**src/core/fscm_pkg.sv**
```systemverilog
package fscm_pkg;

	// ************************************************************
	// register map (byte addresses, one aligned word each)
	// ************************************************************
	localparam logic [7:0] ADDR_CTRL = 8'h00;
	localparam logic [7:0] ADDR_DEFAULT = 8'h04;
	localparam logic [7:0] ADDR_DEACT = 8'h08;
	localparam logic [7:0] ADDR_TBL_IDX = 8'h0C;
	localparam logic [7:0] ADDR_TBL_DATA = 8'h10;
	localparam logic [7:0] ADDR_STANDBY = 8'h14;
	localparam logic [7:0] ADDR_TIMING = 8'h18;
	localparam logic [7:0] ADDR_SIGMAP = 8'h1C;
	localparam logic [7:0] ADDR_STATUS = 8'h20;
	localparam logic [7:0] ADDR_IRQ_STAT = 8'h24;
	localparam logic [7:0] ADDR_IRQ_CLR = 8'h28;
	localparam logic [7:0] ADDR_IRQ_EN = 8'h2C;

	// ************************************************************
	// field positions
	// ************************************************************
	localparam int CTRL_FIXED = 0;
	localparam int CTRL_SWMON = 1;
	localparam int CTRL_FBMON = 2;
	localparam int CTRL_FCLR = 3;
	localparam int TIM_CHG_LSB = 0;
	localparam int TIM_RESP_LSB = 16;
	localparam int SIGMAP_STRIDE = 4;
	localparam int STAT_TRIPLE_LSB = 8;
	localparam int IRQ_FAULT = 0;
	localparam int IRQ_SWFAULT = 1;
	localparam int IRQ_FBFAULT = 2;
	localparam int IRQ_CHANGED = 3;

	// ************************************************************
	// sizes, reset values, timing
	// ************************************************************
	localparam int TRIPLE_W = 5;
	localparam int NUM_TRIPLES = 32;
	localparam int NUM_IND = 4;
	localparam int NUM_GROUPS = 6;
	localparam int IRQ_W = 4;
	localparam logic [1:0] RESP_OKAY = 2'h0;
	localparam logic [1:0] RESP_SLVERR = 2'h2;
	localparam logic [31:0] RST_TBL_ROW = 32'hFFFFFFFF;
	localparam logic [15:0] RST_SIGMAP = 16'h3210;
	localparam int CLK_PERIOD_NS = 10;
	localparam int MS_NS = 1000000;
	localparam int CYCLES_PER_MS = (MS_NS + CLK_PERIOD_NS - 1) / CLK_PERIOD_NS;
	localparam int FB_WINDOW_MS = 500;
	localparam int SYNC_MS = 25;

	// ************************************************************
	// types
	// ************************************************************
	typedef struct packed {
		logic fixedMode;
		logic switchMonEn;
		logic feedbackMonEn;
	} fscm_cfg_t;

	typedef enum logic [2:0] {
		ST_OFF, ST_ON_CHECK, ST_ON, ST_OFF_CHECK, ST_FAULT
	} fscm_state_t;

endpackage : fscm_pkg

```
**src/core/fscm_top.sv**
```systemverilog
// Added by the designer: the AXI4-Lite interface to the registers and the address map.
`timescale 1ns/1ps
module fscm_top import fscm_pkg::*; #(
	parameter int MS_CYCLES = CYCLES_PER_MS
) (
	// clock and reset
	input wire logic clk,
	input wire logic rst,
	// axi4-lite slave
	input wire logic [7:0] s_axi_awaddr,
	input wire logic s_axi_awvalid,
	output logic s_axi_awready,
	input wire logic [31:0] s_axi_wdata,
	input wire logic [3:0] s_axi_wstrb,
	input wire logic s_axi_wvalid,
	output logic s_axi_wready,
	output logic [1:0] s_axi_bresp,
	output logic s_axi_bvalid,
	input wire logic s_axi_bready,
	input wire logic [7:0] s_axi_araddr,
	input wire logic s_axi_arvalid,
	output logic s_axi_arready,
	output logic [31:0] s_axi_rdata,
	output logic [1:0] s_axi_rresp,
	output logic s_axi_rvalid,
	input wire logic s_axi_rready,
	// pins from controller, contactors and measurement
	input wire logic [TRIPLE_W-1:0] fieldSelect,
	input wire logic contactorFeedback,
	input wire logic protFieldViolated,
	input wire logic warnFieldViolated,
	// outputs
	output logic [1:0] safetySwitchingOutput,
	output logic [NUM_IND-1:0] indication,
	output logic irq
);
	// ************************************************************
	// pin synchronisers
	// ************************************************************
	logic [TRIPLE_W+2:0] pinMeta, pinSync;
	logic [TRIPLE_W-1:0] selSync;
	logic fbClosed, protViol, warnViol;

	// two stages, first stage read only by the second
	always_ff @(posedge clk) begin
		if (rst) begin
			pinMeta <= '0;
			pinSync <= '0;
		end else begin
			pinMeta <= {fieldSelect, contactorFeedback, protFieldViolated, warnFieldViolated};
			pinSync <= pinMeta;
		end
	end
	assign selSync = pinSync[TRIPLE_W+2:3];
	assign fbClosed = pinSync[2]; // supply level present = contacts closed
	assign protViol = pinSync[1];
	assign warnViol = pinSync[0];

	// ************************************************************
	// millisecond tick
	// ************************************************************
	logic [$clog2(MS_CYCLES+1)-1:0] divCnt;
	logic msTick;

	always_ff @(posedge clk) begin
		if (rst) begin
			divCnt <= '0;
			msTick <= 1'b0;
		end else begin
			msTick <= (divCnt == '0);
			divCnt <= (divCnt == '0) ? ($bits(divCnt))'(MS_CYCLES - 1) : divCnt - 1'b1;
		end
	end

	// ************************************************************
	// register file
	// ************************************************************
	fscm_cfg_t cfg;
	logic [TRIPLE_W-1:0] cfgDefault, tblIdx, activeTriple, pendTriple;
	logic [31:0] deactMask, standbyMask, timing;
	logic [15:0] sigMap;
	logic [31:0] permitTbl [NUM_TRIPLES];
	logic [IRQ_W-1:0] irqStat, irqEn, irqEvent;
	logic awHeld, wHeld, doWrite, faultClr;
	logic [7:0] awAddr;
	logic [31:0] wData;
	fscm_state_t state;
	logic chgBusy, swFault;

	// address and data may arrive in either order
	always_ff @(posedge clk) begin
		if (rst) begin
			awHeld <= 1'b0;
			wHeld <= 1'b0;
			awAddr <= '0;
			wData <= '0;
			s_axi_bvalid <= 1'b0;
			s_axi_bresp <= RESP_OKAY;
		end else begin
			if (s_axi_awvalid && s_axi_awready) begin
				awHeld <= 1'b1;
				awAddr <= s_axi_awaddr;
			end
			if (s_axi_wvalid && s_axi_wready) begin
				wHeld <= 1'b1;
				wData <= s_axi_wdata;
			end
			if (doWrite) begin
				awHeld <= 1'b0;
				wHeld <= 1'b0;
				s_axi_bvalid <= 1'b1;
				s_axi_bresp <= (awAddr > ADDR_IRQ_EN || awAddr[1:0] != 2'h0 ||
					awAddr == ADDR_STATUS || awAddr == ADDR_IRQ_STAT) ? RESP_SLVERR : RESP_OKAY;
			end else if (s_axi_bready) begin
				s_axi_bvalid <= 1'b0;
			end
		end
	end
	assign doWrite = awHeld && wHeld && !s_axi_bvalid;

	// readies registered; from the first clock edge after reset they are the inverse of the holding flags
	always_ff @(posedge clk) begin
		if (rst) begin
			s_axi_awready <= 1'b0;
			s_axi_wready <= 1'b0;
		end else begin
			s_axi_awready <= doWrite || !(awHeld || (s_axi_awvalid && s_axi_awready));
			s_axi_wready <= doWrite || !(wHeld || (s_axi_wvalid && s_axi_wready));
		end
	end

	// configuration writes; strobes ignored, whole words only
	always_ff @(posedge clk) begin
		if (rst) begin
			cfg <= '0;
			cfgDefault <= '0;
			deactMask <= '0;
			standbyMask <= '0;
			tblIdx <= '0;
			timing <= '0;
			sigMap <= RST_SIGMAP;
			irqEn <= '0;
			faultClr <= 1'b0;
		end else begin
			faultClr <= doWrite && awAddr == ADDR_CTRL && wData[CTRL_FCLR];
			if (doWrite) begin
				case (awAddr)
					ADDR_CTRL: cfg <= {wData[CTRL_FIXED], wData[CTRL_SWMON], wData[CTRL_FBMON]};
					ADDR_DEFAULT: cfgDefault <= wData[TRIPLE_W-1:0];
					ADDR_DEACT: deactMask <= wData;
					ADDR_TBL_IDX: tblIdx <= wData[TRIPLE_W-1:0];
					ADDR_STANDBY: standbyMask <= wData;
					ADDR_TIMING: timing <= wData;
					ADDR_SIGMAP: sigMap <= wData[15:0];
					ADDR_IRQ_EN: irqEn <= wData[IRQ_W-1:0];
					default: ;
				endcase
			end
		end
	end

	// permitted-transition table, one row of destinations per source
	always_ff @(posedge clk) begin
		if (rst) begin
			for (int i = 0; i < NUM_TRIPLES; i++) permitTbl[i] <= RST_TBL_ROW;
		end else if (doWrite && awAddr == ADDR_TBL_DATA) begin
			permitTbl[tblIdx] <= wData;
		end
	end

	// read channel, answered one cycle after the address is taken
	always_ff @(posedge clk) begin
		if (rst) begin
			s_axi_rvalid <= 1'b0;
			s_axi_rdata <= '0;
			s_axi_rresp <= RESP_OKAY;
		end else if (s_axi_arvalid && s_axi_arready) begin
			s_axi_rvalid <= 1'b1;
			s_axi_rresp <= RESP_OKAY;
			case (s_axi_araddr)
				ADDR_CTRL: s_axi_rdata <= {29'h0, cfg.feedbackMonEn, cfg.switchMonEn,
					cfg.fixedMode};
				ADDR_DEFAULT: s_axi_rdata <= {27'h0, cfgDefault};
				ADDR_DEACT: s_axi_rdata <= deactMask;
				ADDR_TBL_IDX: s_axi_rdata <= {27'h0, tblIdx};
				ADDR_TBL_DATA: s_axi_rdata <= permitTbl[tblIdx];
				ADDR_STANDBY: s_axi_rdata <= standbyMask;
				ADDR_TIMING: s_axi_rdata <= timing;
				ADDR_SIGMAP: s_axi_rdata <= {16'h0, sigMap};
				ADDR_STATUS: s_axi_rdata <= {19'h0, activeTriple, 4'h0, 1'b0,
					(state == ST_FAULT), chgBusy, safetySwitchingOutput[0]};
				ADDR_IRQ_STAT: s_axi_rdata <= {28'h0, irqStat};
				ADDR_IRQ_CLR: s_axi_rdata <= '0;
				ADDR_IRQ_EN: s_axi_rdata <= {28'h0, irqEn};
				default: begin
					s_axi_rdata <= '0;
					s_axi_rresp <= RESP_SLVERR;
				end
			endcase
		end else if (s_axi_rready) begin
			s_axi_rvalid <= 1'b0;
		end
	end

	// read ready registered, low from the address edge until the data is taken
	always_ff @(posedge clk) begin
		if (rst) begin
			s_axi_arready <= 1'b0;
		end else begin
			s_axi_arready <= !(s_axi_arvalid && s_axi_arready) && (s_axi_rready || !s_axi_rvalid);
		end
	end

	// ************************************************************
	// triple selection and switchover check
	// ************************************************************
	logic [TRIPLE_W-1:0] reqTriple;
	logic chgReq, permitted, destDeact, standbyNow, demand, violOff;
	logic [15:0] chgCnt;
	logic [17:0] violCnt, violLimit;

	assign reqTriple = cfg.fixedMode ? cfgDefault : selSync;
	assign chgReq = !cfg.fixedMode && !chgBusy && state != ST_FAULT && reqTriple != activeTriple;
	assign permitted = permitTbl[activeTriple][reqTriple];
	assign destDeact = deactMask[reqTriple];
	assign standbyNow = standbyMask[activeTriple];

	// old triple stays monitored until the changeover time has run
	always_ff @(posedge clk) begin
		if (rst) begin
			activeTriple <= '0;
			pendTriple <= '0;
			chgBusy <= 1'b0;
			chgCnt <= '0;
			swFault <= 1'b0;
		end else begin
			swFault <= 1'b0;
			if (cfg.fixedMode) begin
				activeTriple <= cfgDefault;
				chgBusy <= 1'b0;
			end else if (chgReq) begin
				if (cfg.switchMonEn && (!permitted || destDeact)) begin
					swFault <= 1'b1;
				end else begin
					pendTriple <= reqTriple;
					chgBusy <= 1'b1;
					chgCnt <= '0;
				end
			end else if (chgBusy && chgCnt >= timing[TIM_CHG_LSB +: 16]) begin
				activeTriple <= pendTriple;
				chgBusy <= 1'b0;
			end else if (chgBusy && msTick) begin
				chgCnt <= chgCnt + 1'b1;
			end
		end
	end

	// violation delay lengthens while a changeover runs
	assign violLimit = chgBusy ? 18'(SYNC_MS) + 18'(timing[TIM_CHG_LSB +: 16]) +
		18'(timing[TIM_RESP_LSB +: 16]) : 18'(timing[TIM_RESP_LSB +: 16]);
	always_ff @(posedge clk) begin
		if (rst) begin
			violCnt <= '0;
		end else if (!protViol || standbyNow) begin
			violCnt <= '0;
		end else if (msTick && violCnt < violLimit) begin
			violCnt <= violCnt + 1'b1;
		end
	end
	assign violOff = protViol && !standbyNow && violCnt >= violLimit;
	assign demand = !violOff && !standbyNow && !swFault;

	// ************************************************************
	// output and contactor feedback state machine
	// ************************************************************
	logic [9:0] winCnt;
	logic fbFault;

	always_ff @(posedge clk) begin
		if (rst) begin
			state <= ST_OFF;
			safetySwitchingOutput <= 2'b00;
			winCnt <= '0;
			fbFault <= 1'b0;
		end else begin
			fbFault <= 1'b0;
			if (msTick) winCnt <= winCnt + 1'b1;
			case (state)
				ST_OFF: begin
					if (swFault) begin
						state <= ST_FAULT;
					end else if (cfg.feedbackMonEn && !fbClosed) begin
						state <= ST_FAULT;
						fbFault <= 1'b1;
					end else if (demand) begin
						state <= ST_ON_CHECK;
						safetySwitchingOutput <= 2'b11;
						winCnt <= '0;
					end
				end
				ST_ON_CHECK, ST_ON: begin
					if (swFault) begin
						state <= ST_FAULT;
						safetySwitchingOutput <= 2'b00;
					end else if (!demand) begin
						state <= ST_OFF_CHECK;
						safetySwitchingOutput <= 2'b00;
						winCnt <= '0;
					end else if (!cfg.feedbackMonEn) begin
						state <= ST_ON;
					end else if (state == ST_ON_CHECK && !fbClosed) begin
						state <= ST_ON;
					end else if (state == ST_ON && fbClosed) begin
						state <= ST_FAULT;
						safetySwitchingOutput <= 2'b00;
						fbFault <= 1'b1;
					end else if (state == ST_ON_CHECK && winCnt >= 10'(FB_WINDOW_MS)) begin
						state <= ST_FAULT;
						safetySwitchingOutput <= 2'b00;
						fbFault <= 1'b1;
					end
				end
				ST_OFF_CHECK: begin
					if (swFault) begin
						state <= ST_FAULT;
					end else if (!cfg.feedbackMonEn || fbClosed) begin
						state <= ST_OFF;
					end else if (winCnt >= 10'(FB_WINDOW_MS)) begin
						state <= ST_FAULT;
						fbFault <= 1'b1;
					end
				end
				ST_FAULT: begin
					safetySwitchingOutput <= 2'b00;
					if (faultClr) state <= ST_OFF;
				end
				default: begin
					state <= ST_FAULT;
					safetySwitchingOutput <= 2'b00;
				end
			endcase
		end
	end

	// ************************************************************
	// interrupts and indication routing
	// ************************************************************
	logic [NUM_GROUPS-1:0] groups;
	logic [IRQ_W-1:0] irqClr;
	fscm_state_t prevState;
	logic [TRIPLE_W-1:0] prevTriple;

	assign irqClr = (doWrite && awAddr == ADDR_IRQ_CLR) ? wData[IRQ_W-1:0] : '0;
	assign irqEvent = {activeTriple != prevTriple, fbFault, swFault,
		state == ST_FAULT && prevState != ST_FAULT};

	// a new event in the clearing cycle stays set
	always_ff @(posedge clk) begin
		if (rst) begin
			irqStat <= '0;
			irq <= 1'b0;
			prevState <= ST_OFF;
			prevTriple <= '0;
		end else begin
			prevState <= state;
			prevTriple <= activeTriple;
			irqStat <= (irqStat & ~irqClr) | irqEvent;
			irq <= |(((irqStat & ~irqClr) | irqEvent) & irqEn);
		end
	end

	// groups: protective, warning, device on, error, feedback check, diagnosis
	assign groups = {fbClosed, state == ST_ON_CHECK || state == ST_OFF_CHECK,
		state == ST_FAULT, safetySwitchingOutput[0], warnViol, protViol};
	always_ff @(posedge clk) begin
		if (rst) begin
			indication <= '0;
		end else begin
			for (int k = 0; k < NUM_IND; k++) begin
				indication[k] <= (sigMap[k*SIGMAP_STRIDE +: 3] < 3'(NUM_GROUPS)) ?
					groups[sigMap[k*SIGMAP_STRIDE +: 3]] : 1'b0;
			end
		end
	end

	// ************************************************************
	// assertions
	// ************************************************************
	a_fixed_select: assert property (@(posedge clk) disable iff (rst)
		cfg.fixedMode |=> activeTriple == $past(cfgDefault)) else $error("fixed triple lost");
	a_table_write: assert property (@(posedge clk) disable iff (rst)
		doWrite && awAddr == ADDR_TBL_DATA |=> permitTbl[$past(tblIdx)] == $past(wData))
		else $error("table row not stored");
	a_forbidden_change: assert property (@(posedge clk) disable iff (rst)
		chgReq && cfg.switchMonEn && !permitted |=> ##1 state == ST_FAULT && !safetySwitchingOutput[0])
		else $error("forbidden change not caught");
	a_deact_dest: assert property (@(posedge clk) disable iff (rst)
		chgReq && cfg.switchMonEn && destDeact |=> ##1 safetySwitchingOutput == 2'b00)
		else $error("deactivated destination accepted");
	a_standby_off: assert property (@(posedge clk) disable iff (rst)
		standbyNow && $past(standbyNow) |=> safetySwitchingOutput == 2'b00)
		else $error("outputs on in standby");
	a_closed_before_on: assert property (@(posedge clk) disable iff (rst)
		$rose(safetySwitchingOutput[0]) && cfg.feedbackMonEn |-> $past(fbClosed))
		else $error("switch-on with open feedback");
	a_on_window: assert property (@(posedge clk) disable iff (rst)
		state == ST_ON_CHECK && winCnt >= 10'(FB_WINDOW_MS) && demand && !swFault
		&& cfg.feedbackMonEn && fbClosed |=> state == ST_FAULT) else $error("open window missed");
	a_off_window: assert property (@(posedge clk) disable iff (rst)
		state == ST_OFF_CHECK && winCnt >= 10'(FB_WINDOW_MS) && cfg.feedbackMonEn && !fbClosed
		|=> state == ST_FAULT) else $error("close window missed");
	a_fb_fault_off: assert property (@(posedge clk) disable iff (rst)
		fbFault |-> safetySwitchingOutput == 2'b00) else $error("outputs on after feedback fault");
	a_stuck_closed: assert property (@(posedge clk) disable iff (rst)
		state == ST_ON && demand && cfg.feedbackMonEn && fbClosed |=> state == ST_FAULT)
		else $error("closed feedback while on");
	a_fault_lock: assert property (@(posedge clk) disable iff (rst)
		state == ST_FAULT && !faultClr |=> state == ST_FAULT && safetySwitchingOutput == 2'b00)
		else $error("fault lock left");
	a_checked_change: assert property (@(posedge clk) disable iff (rst)
		!cfg.fixedMode && $past(!cfg.fixedMode) && activeTriple != $past(activeTriple)
		|-> $past(chgBusy)) else $error("triple changed unchecked");

endmodule : fscm_top

```
**config.mk**
```make
export PLATFORM = sky130hd
export DESIGN_NAME = fscm_top
export DESIGN_NICKNAME = d
export VERILOG_FILES = /design/src/core/fscm_pkg.sv /design/src/core/fscm_top.sv
export SDC_FILE = /design/constraint.sdc
export NUM_CORES = 2
export LEC_CHECK = 0
export ABC_AREA = 1
export BUFFER_PORTS_ARGS = -buffer_cell sky130_fd_sc_hd__buf_2
export CAP_MARGIN = 20
export CORE_MARGIN = 2
export CORE_UTILIZATION = 40
export DETAILED_ROUTE_END_ITERATION = 12
export GPL_TIMING_DRIVEN = 1
export PLACE_DENSITY_LB_ADDON = 0.1
export SLEW_MARGIN = 10
export SYNTH_ARGS = -nofsm -noshare
export SYNTH_HDL_FRONTEND = slang
export SYNTH_SLANG_ARGS = --single-unit
```
**constraint.sdc**
```tcl
create_clock -name clk -period 6.88 [get_ports clk]
set_clock_uncertainty 0.1 [all_clocks]
set_input_delay 0.688 -clock clk [delete_from_list [all_inputs] [get_ports clk]]
set_output_delay 0.688 -clock clk [all_outputs]
set_load 0.02 [all_outputs]
```
======== After elaboration in Yosys (flattened, before gate mapping) ========
Memories as Yosys holds them, arrays and structs flattened. A register that Yosys moved wholly into a read port is not among the register bits.
Index checks and enable logic that the tools add are counted.
word-level totals
  register bits ........................... 326
  RAM bits ................................ 1024
  bits of input ports ..................... 67
  word-level logic and storage cells ...... 303
  memories ................................ 1
cells by class
  add/sub/neg operators ................... 6
  order comparisons ....................... 15
  equality and inequality tests ........... 43
  muxes and demuxes ....................... 91
  bitwise gates (word level) .............. 12
  reduce and logical (&&, ||, !) cells .... 89
memories
  name       depth  bits a word  rd ports  clocked after Yosys merged registers in  write ports  line            source
  permitTbl  32     32           2         2                                        32           fscm_top.sv:82  logic [31:0] permitTbl [NUM_TRIPLES];
operators by type and width
  cell                                                                    count
  32-bit one-hot mux with 11 select lines                                 1
  8-bit by 5-bit equality test with 1-bit output (second input constant)  8
  8-bit by 6-bit equality test with 1-bit output (second input constant)  8
  16-bit 2-to-1 mux                                                       4
  10-bit 2-to-1 mux                                                       6
  5-bit 2-to-1 mux                                                        9
  3-bit 2-to-1 mux                                                        13
  8-bit by 4-bit equality test with 1-bit output (second input constant)  4
  1-bit 2-to-1 mux                                                        32
  32-bit 2-to-1 mux                                                       1
  32-bit OR reduction                                                     1
  1-bit logical AND                                                       26
  2-bit 2-to-1 mux                                                        11
  10-bit one-hot mux with 2 select lines                                  1
  2-bit AND reduction                                                     10
  17-bit by 16-bit adder with 18-bit output                               1
  18-bit by 1-bit adder with 18-bit output (second input constant)        1
  18-bit >= comparator                                                    1
  18-bit < comparator                                                     1
  18-bit 2-to-1 mux                                                       1
  2-bit OR reduction                                                      9
  5-bit by 16-bit adder with 17-bit output (first input constant)         1
  17-bit logical NOT                                                      1
  17-bit 2-to-1 mux                                                       1
  40 further kinds                                                        104

======== Logic depth before layout (Yosys ltp) ========
  word-level depth ........................ 12
  depth in mapped cells ................... 35
  gate-level depth less buffers ........... 35

======== Worst setup path before layout ========
No wires, ideal clock.
  kind .................................... register -> register
  start point ............................. register timing[1]
  end point ............................... register violCnt[16]
  data arrival time ....................... 4.359 ns
  data required time ...................... 6.662 ns
  setup slack ............................. 2.302 ns
  cell stages (with the launch flop) ...... 31
  path buffers ............................ 0
  clock period less this slack ............ 4.578 ns
  cells stage by stage .................... dfxtp_1 ha_1 ha_1 fa_1 nand3_1 nand2_1 inv_1 o21a_1 o21ai_0 a21oi_1 o21ai_0 a21oi_1 nor2_1 nor2_1 xnor2_1 o21ai_0 ha_1 nand2_1 inv_1 o21ai_0 nand2_1 a21oi_1 nand2_1 a21oi_1 nand2_1 nor3b_2 nand3_1 nor2_2 nand4_1 o21ai_1 a21oi_1
on the way
  word-level cells in the longest chain between the ends .. 5
ends and longest elaborated chain
  element                                    line             source
  start, declared                            fscm_top.sv:80   logic [31:0] deactMask, standbyMask, timing;
  start signal, assigned                     fscm_top.sv:153  ADDR_TIMING: timing <= wData;
  5-bit by 16-bit adder with 17-bit output   fscm_top.sv:259  assign violLimit = chgBusy ? 18'(SYNC_MS) + 18'(timing[TIM_CHG_LSB +: 16]) +
  17-bit by 16-bit adder with 18-bit output  fscm_top.sv:259
  18-bit 2-to-1 mux                          fscm_top.sv:259
  18-bit < comparator                        fscm_top.sv:266  end else if (msTick && violCnt < violLimit) begin
  1-bit logical AND                          fscm_top.sv:266
  end signal, assigned                       fscm_top.sv:267  violCnt <= violCnt + 1'b1;
  end, declared                              fscm_top.sv:220  logic [17:0] violCnt, violLimit;
Every way passes these cells.
A chain may end at the register's enable or synchronous reset.

======== Worst setup path after layout ========
  start point ............................. register timing[0]
  end point ............................... register winCnt[8]
on the way
  word-level cells in the longest chain between the ends .. 12
ends and longest elaborated chain
  element                                        line             source
  5-bit by 16-bit adder with 17-bit output (*)   fscm_top.sv:259
  17-bit by 16-bit adder with 18-bit output (*)  fscm_top.sv:259
  18-bit 2-to-1 mux (*)                          fscm_top.sv:259
  18-bit >= comparator (*)                       fscm_top.sv:270  assign violOff = protViol && !standbyNow && violCnt >= violLimit;
  1-bit logical AND (*)                          fscm_top.sv:270
  1-bit logical NOT (*)                          fscm_top.sv:271  assign demand = !violOff && !standbyNow && !swFault;
  1-bit logical AND (*) (2 in a row)             fscm_top.sv:271
  10-bit 2-to-1 mux                              fscm_top.sv:295  end else if (demand) begin
  10-bit 2-to-1 mux                              fscm_top.sv:292  end else if (cfg.feedbackMonEn && !fbClosed) begin
  10-bit 2-to-1 mux                              fscm_top.sv:290  if (swFault) begin
  10-bit one-hot mux with 2 select lines (*)     fscm_top.sv:288  case (state)
  end signal, assigned                           fscm_top.sv:287  if (msTick) winCnt <= winCnt + 1'b1;
  end, declared                                  fscm_top.sv:276  logic [9:0] winCnt;
Every way passes the cells marked *; elsewhere a longest branch is shown, timed or not.

==> results.yml <==
synthesis:
  synthTopCellsByCount: "nand2_1 (2,376), nand3_1 (1,202), edfxtp_1 (1,024)"
  yosysSeqAreaShare: 0.531
  synth_top_area_share: 0.436
  synth_edf_count: 1024
  yosysMostFrequentCell: "nand2_1"
  yosys.area.top_type: "edfxtp_1"
  synth_ff_type: "edfxtp_1"
  async_reset_ff_frac: 0
  synth_cell_types: 53
  syn-mean-instance-area_um2: 8.26
  ys_warn_count: 0
  synth-seq-cells: 1357
  synthesis.area_um2: 70500
  yosys-top-cells-area: "edfxtp_1 (44%), nand2_1 (13%), dfxtp_1 (9.5%)"
  synth_cells: 8532
worst_setup_path:
  reg2reg_from: "timing[0]"
  crit_arrival_ns: 6.03
  critPathMaxStageDelay_ns: 0.66
  crit_type: "reg2reg"
  startpoint_type: "flop"
  critical_path.startpoint: "timing[0]"
  cp_max_fo: 10
  cpMostUsedCell: "nand2_1"
  crit_slowest_cell: "o31ai_1"
  end_kind: "flop"
  required_ns: 7.44
route:
  wl_um: 282000
  drt-wirelength-per-cell_um: 26.3
  ant_nets: 0
  drt-pass1-iter-count: 8
  avgViaCountPerCell: 6.01
  drt_iter0_drc: 8012
  drcViolationCount: 0
  vias: 64500
pwr:
  power.density_nw_per_um2: 267
  p_leak_nw: 26.0
  peakVddDrop_v: 0.000264
cts:
  numCtsBuffers: 154
  clock_latency_ns: 0.82
  clock_path_buffers: 3
  cts_resized: 0
  root_buffer: "clkbuf_16"
  path_clk_slew_ns: 0.06
  cts.htree.levels: 4
  cts.sinks: 1357
  cts_tree: "built"
grt:
  grt.busiest_layer: "met2"
  grt-ovfl-total: 0
  grt_max_degree: 157
  grt_antenna_before_repair: 12
  grt_usage: 0.306
  use_met1: 0.405
  met2_usage: 0.495
  first_global_vias: 61000
  grtUsageMet3: 0.0554
  grt_pass1_wl_um: 409000
timing:
  finalHoldWorstSlack_ns: 0.0560
  finalCritPeriodShare: 0.795
  rsz0062_at_grt: "no"
  worst_slack_ns: 1.41
  slew_headroom: 0.218
  setup_viol_count_final: 0
  fmax_ghz: 0.183
  finalHoldViolations: 0
  worst_pin_slew_ns: 1.17
  slew_violations: 0
  min_period_ns: 5.47
  setup_tns_ns: 0
hold_path:
  worstHoldStart: "s_axi_bready"
  hold_path.class: "in2reg"
layout:
  syn_to_final_growth_pct: 10.8
  final_area_um2: 78000
  drive_above_1_share: 0.0741
  finish.utilization: 0.445
  nNetsFinal: 8390
floorplanning:
  die_h_um: 424
  dieWidth_um: 424
  core_um2: 176000
  ios: 115
  start_util: 0.401
  die_area_um2: 179000
  rows: 154
place:
  io_buffers: 108
  place_ws_ns: 1.32
  place_area_um2: 73000
  gp_congestion: 0.904
  hpwlAfterDp_um: 166000
flow_run:
  cap_viol_max_count: 0
outcome:
  status: "completed"
placed cells by master (no fill, tap or decap), types with 168 or more instances in the layout:
cell type and n:
a21oi_1 314, nand3_1 1202, inv_1 247, edfxtp_1 1024, nand2_1 2375, buf_4 168, o221ai_1 190, o21ai_0 822
nor2_1 754, dfxtp_1 323
worst max-delay path: cells and delay by family, from the launching register on:
family          cells  cell delay, ns
compound gates      7            1.55
fa+ha+maj           4            1.20
xor+xnor            1            0.12
buf+inv             5            0.53
simple gates       14            1.48
flops               1            0.32
layout make-up:
cell class | instances | area (um^2)
antenna | 4 | 10.0
clock buffer | 213 | 4240
clock inverter | 72 | 629
fill | 16800 | 97500
inverter | 292 | 1150
multi-input combinational | 6141 | 29300
sequential | 1357 | 37400
tap | 2340 | 2930
timing repair buffer | 306 | 2330
layer usage:
metal  up-vias  wire length [um]
met5         -                92
met4        14             11400
met3       705             27500
met2      3656            130000
met1     31200            113000
li1      28900                 -
where the power goes:
part           switching [mW]  internal (mW)  total, mW
Clock                    3.50           4.68       8.19
Combinational            2.62          0.864       3.49
Sequential              0.175           8.95       9.13
Total                    6.30           14.5       20.8
cells by family after synthesis:
| group | share of synthesized area |
|---|---|
| AND/OR/NAND/NOR | 0.262 |
| flip-flops | 0.531 |
| XOR/XNOR | 0.00361 |
| other | 0.0000532 |
| adder cells (fa/ha/maj) | 0.0127 |
| buffers and inverters | 0.0619 |
| AO/OA/AOI/OAI | 0.129 |
worst paths after layout:
kind	endpoint	depth (start not counted)	slack, ns
worst max-delay path	winCnt[8]	31	1.41
worst min-delay path	s_axi_bvalid	4	0.06
worst max register to register	winCnt[8]	31	1.41
worst min register to register	pinSync[2]	2	0.30
flip-flops by register name, summed over array words and instances, names as in the netlist, 16 cells and up, named ones only:
register / cells
sigMap: 16
deactMask: 32
violCnt: 18
timing: 32
permitTbl: 1024
standbyMask: 32
wData: 32
divCnt: 17
s_axi_rdata: 32
chgCnt: 16
stage by stage:
stage	power, mW	instances
6_report	20.8	10700
3_5_place_dp	12.7	10400
5_1_grt	21.5	10700
2_1_floorplan	11.5	8533
3_3_place_gp	12.7	10400
4_1_cts	20.8	10700
repair_timing:
action | in CTS | in global routing
hold buffers | 8 | 0
buffers inserted | 0 | 0
hold endpoints to repair | 8 | 0
No activity file was read; power rests on OpenSTA's default activity.
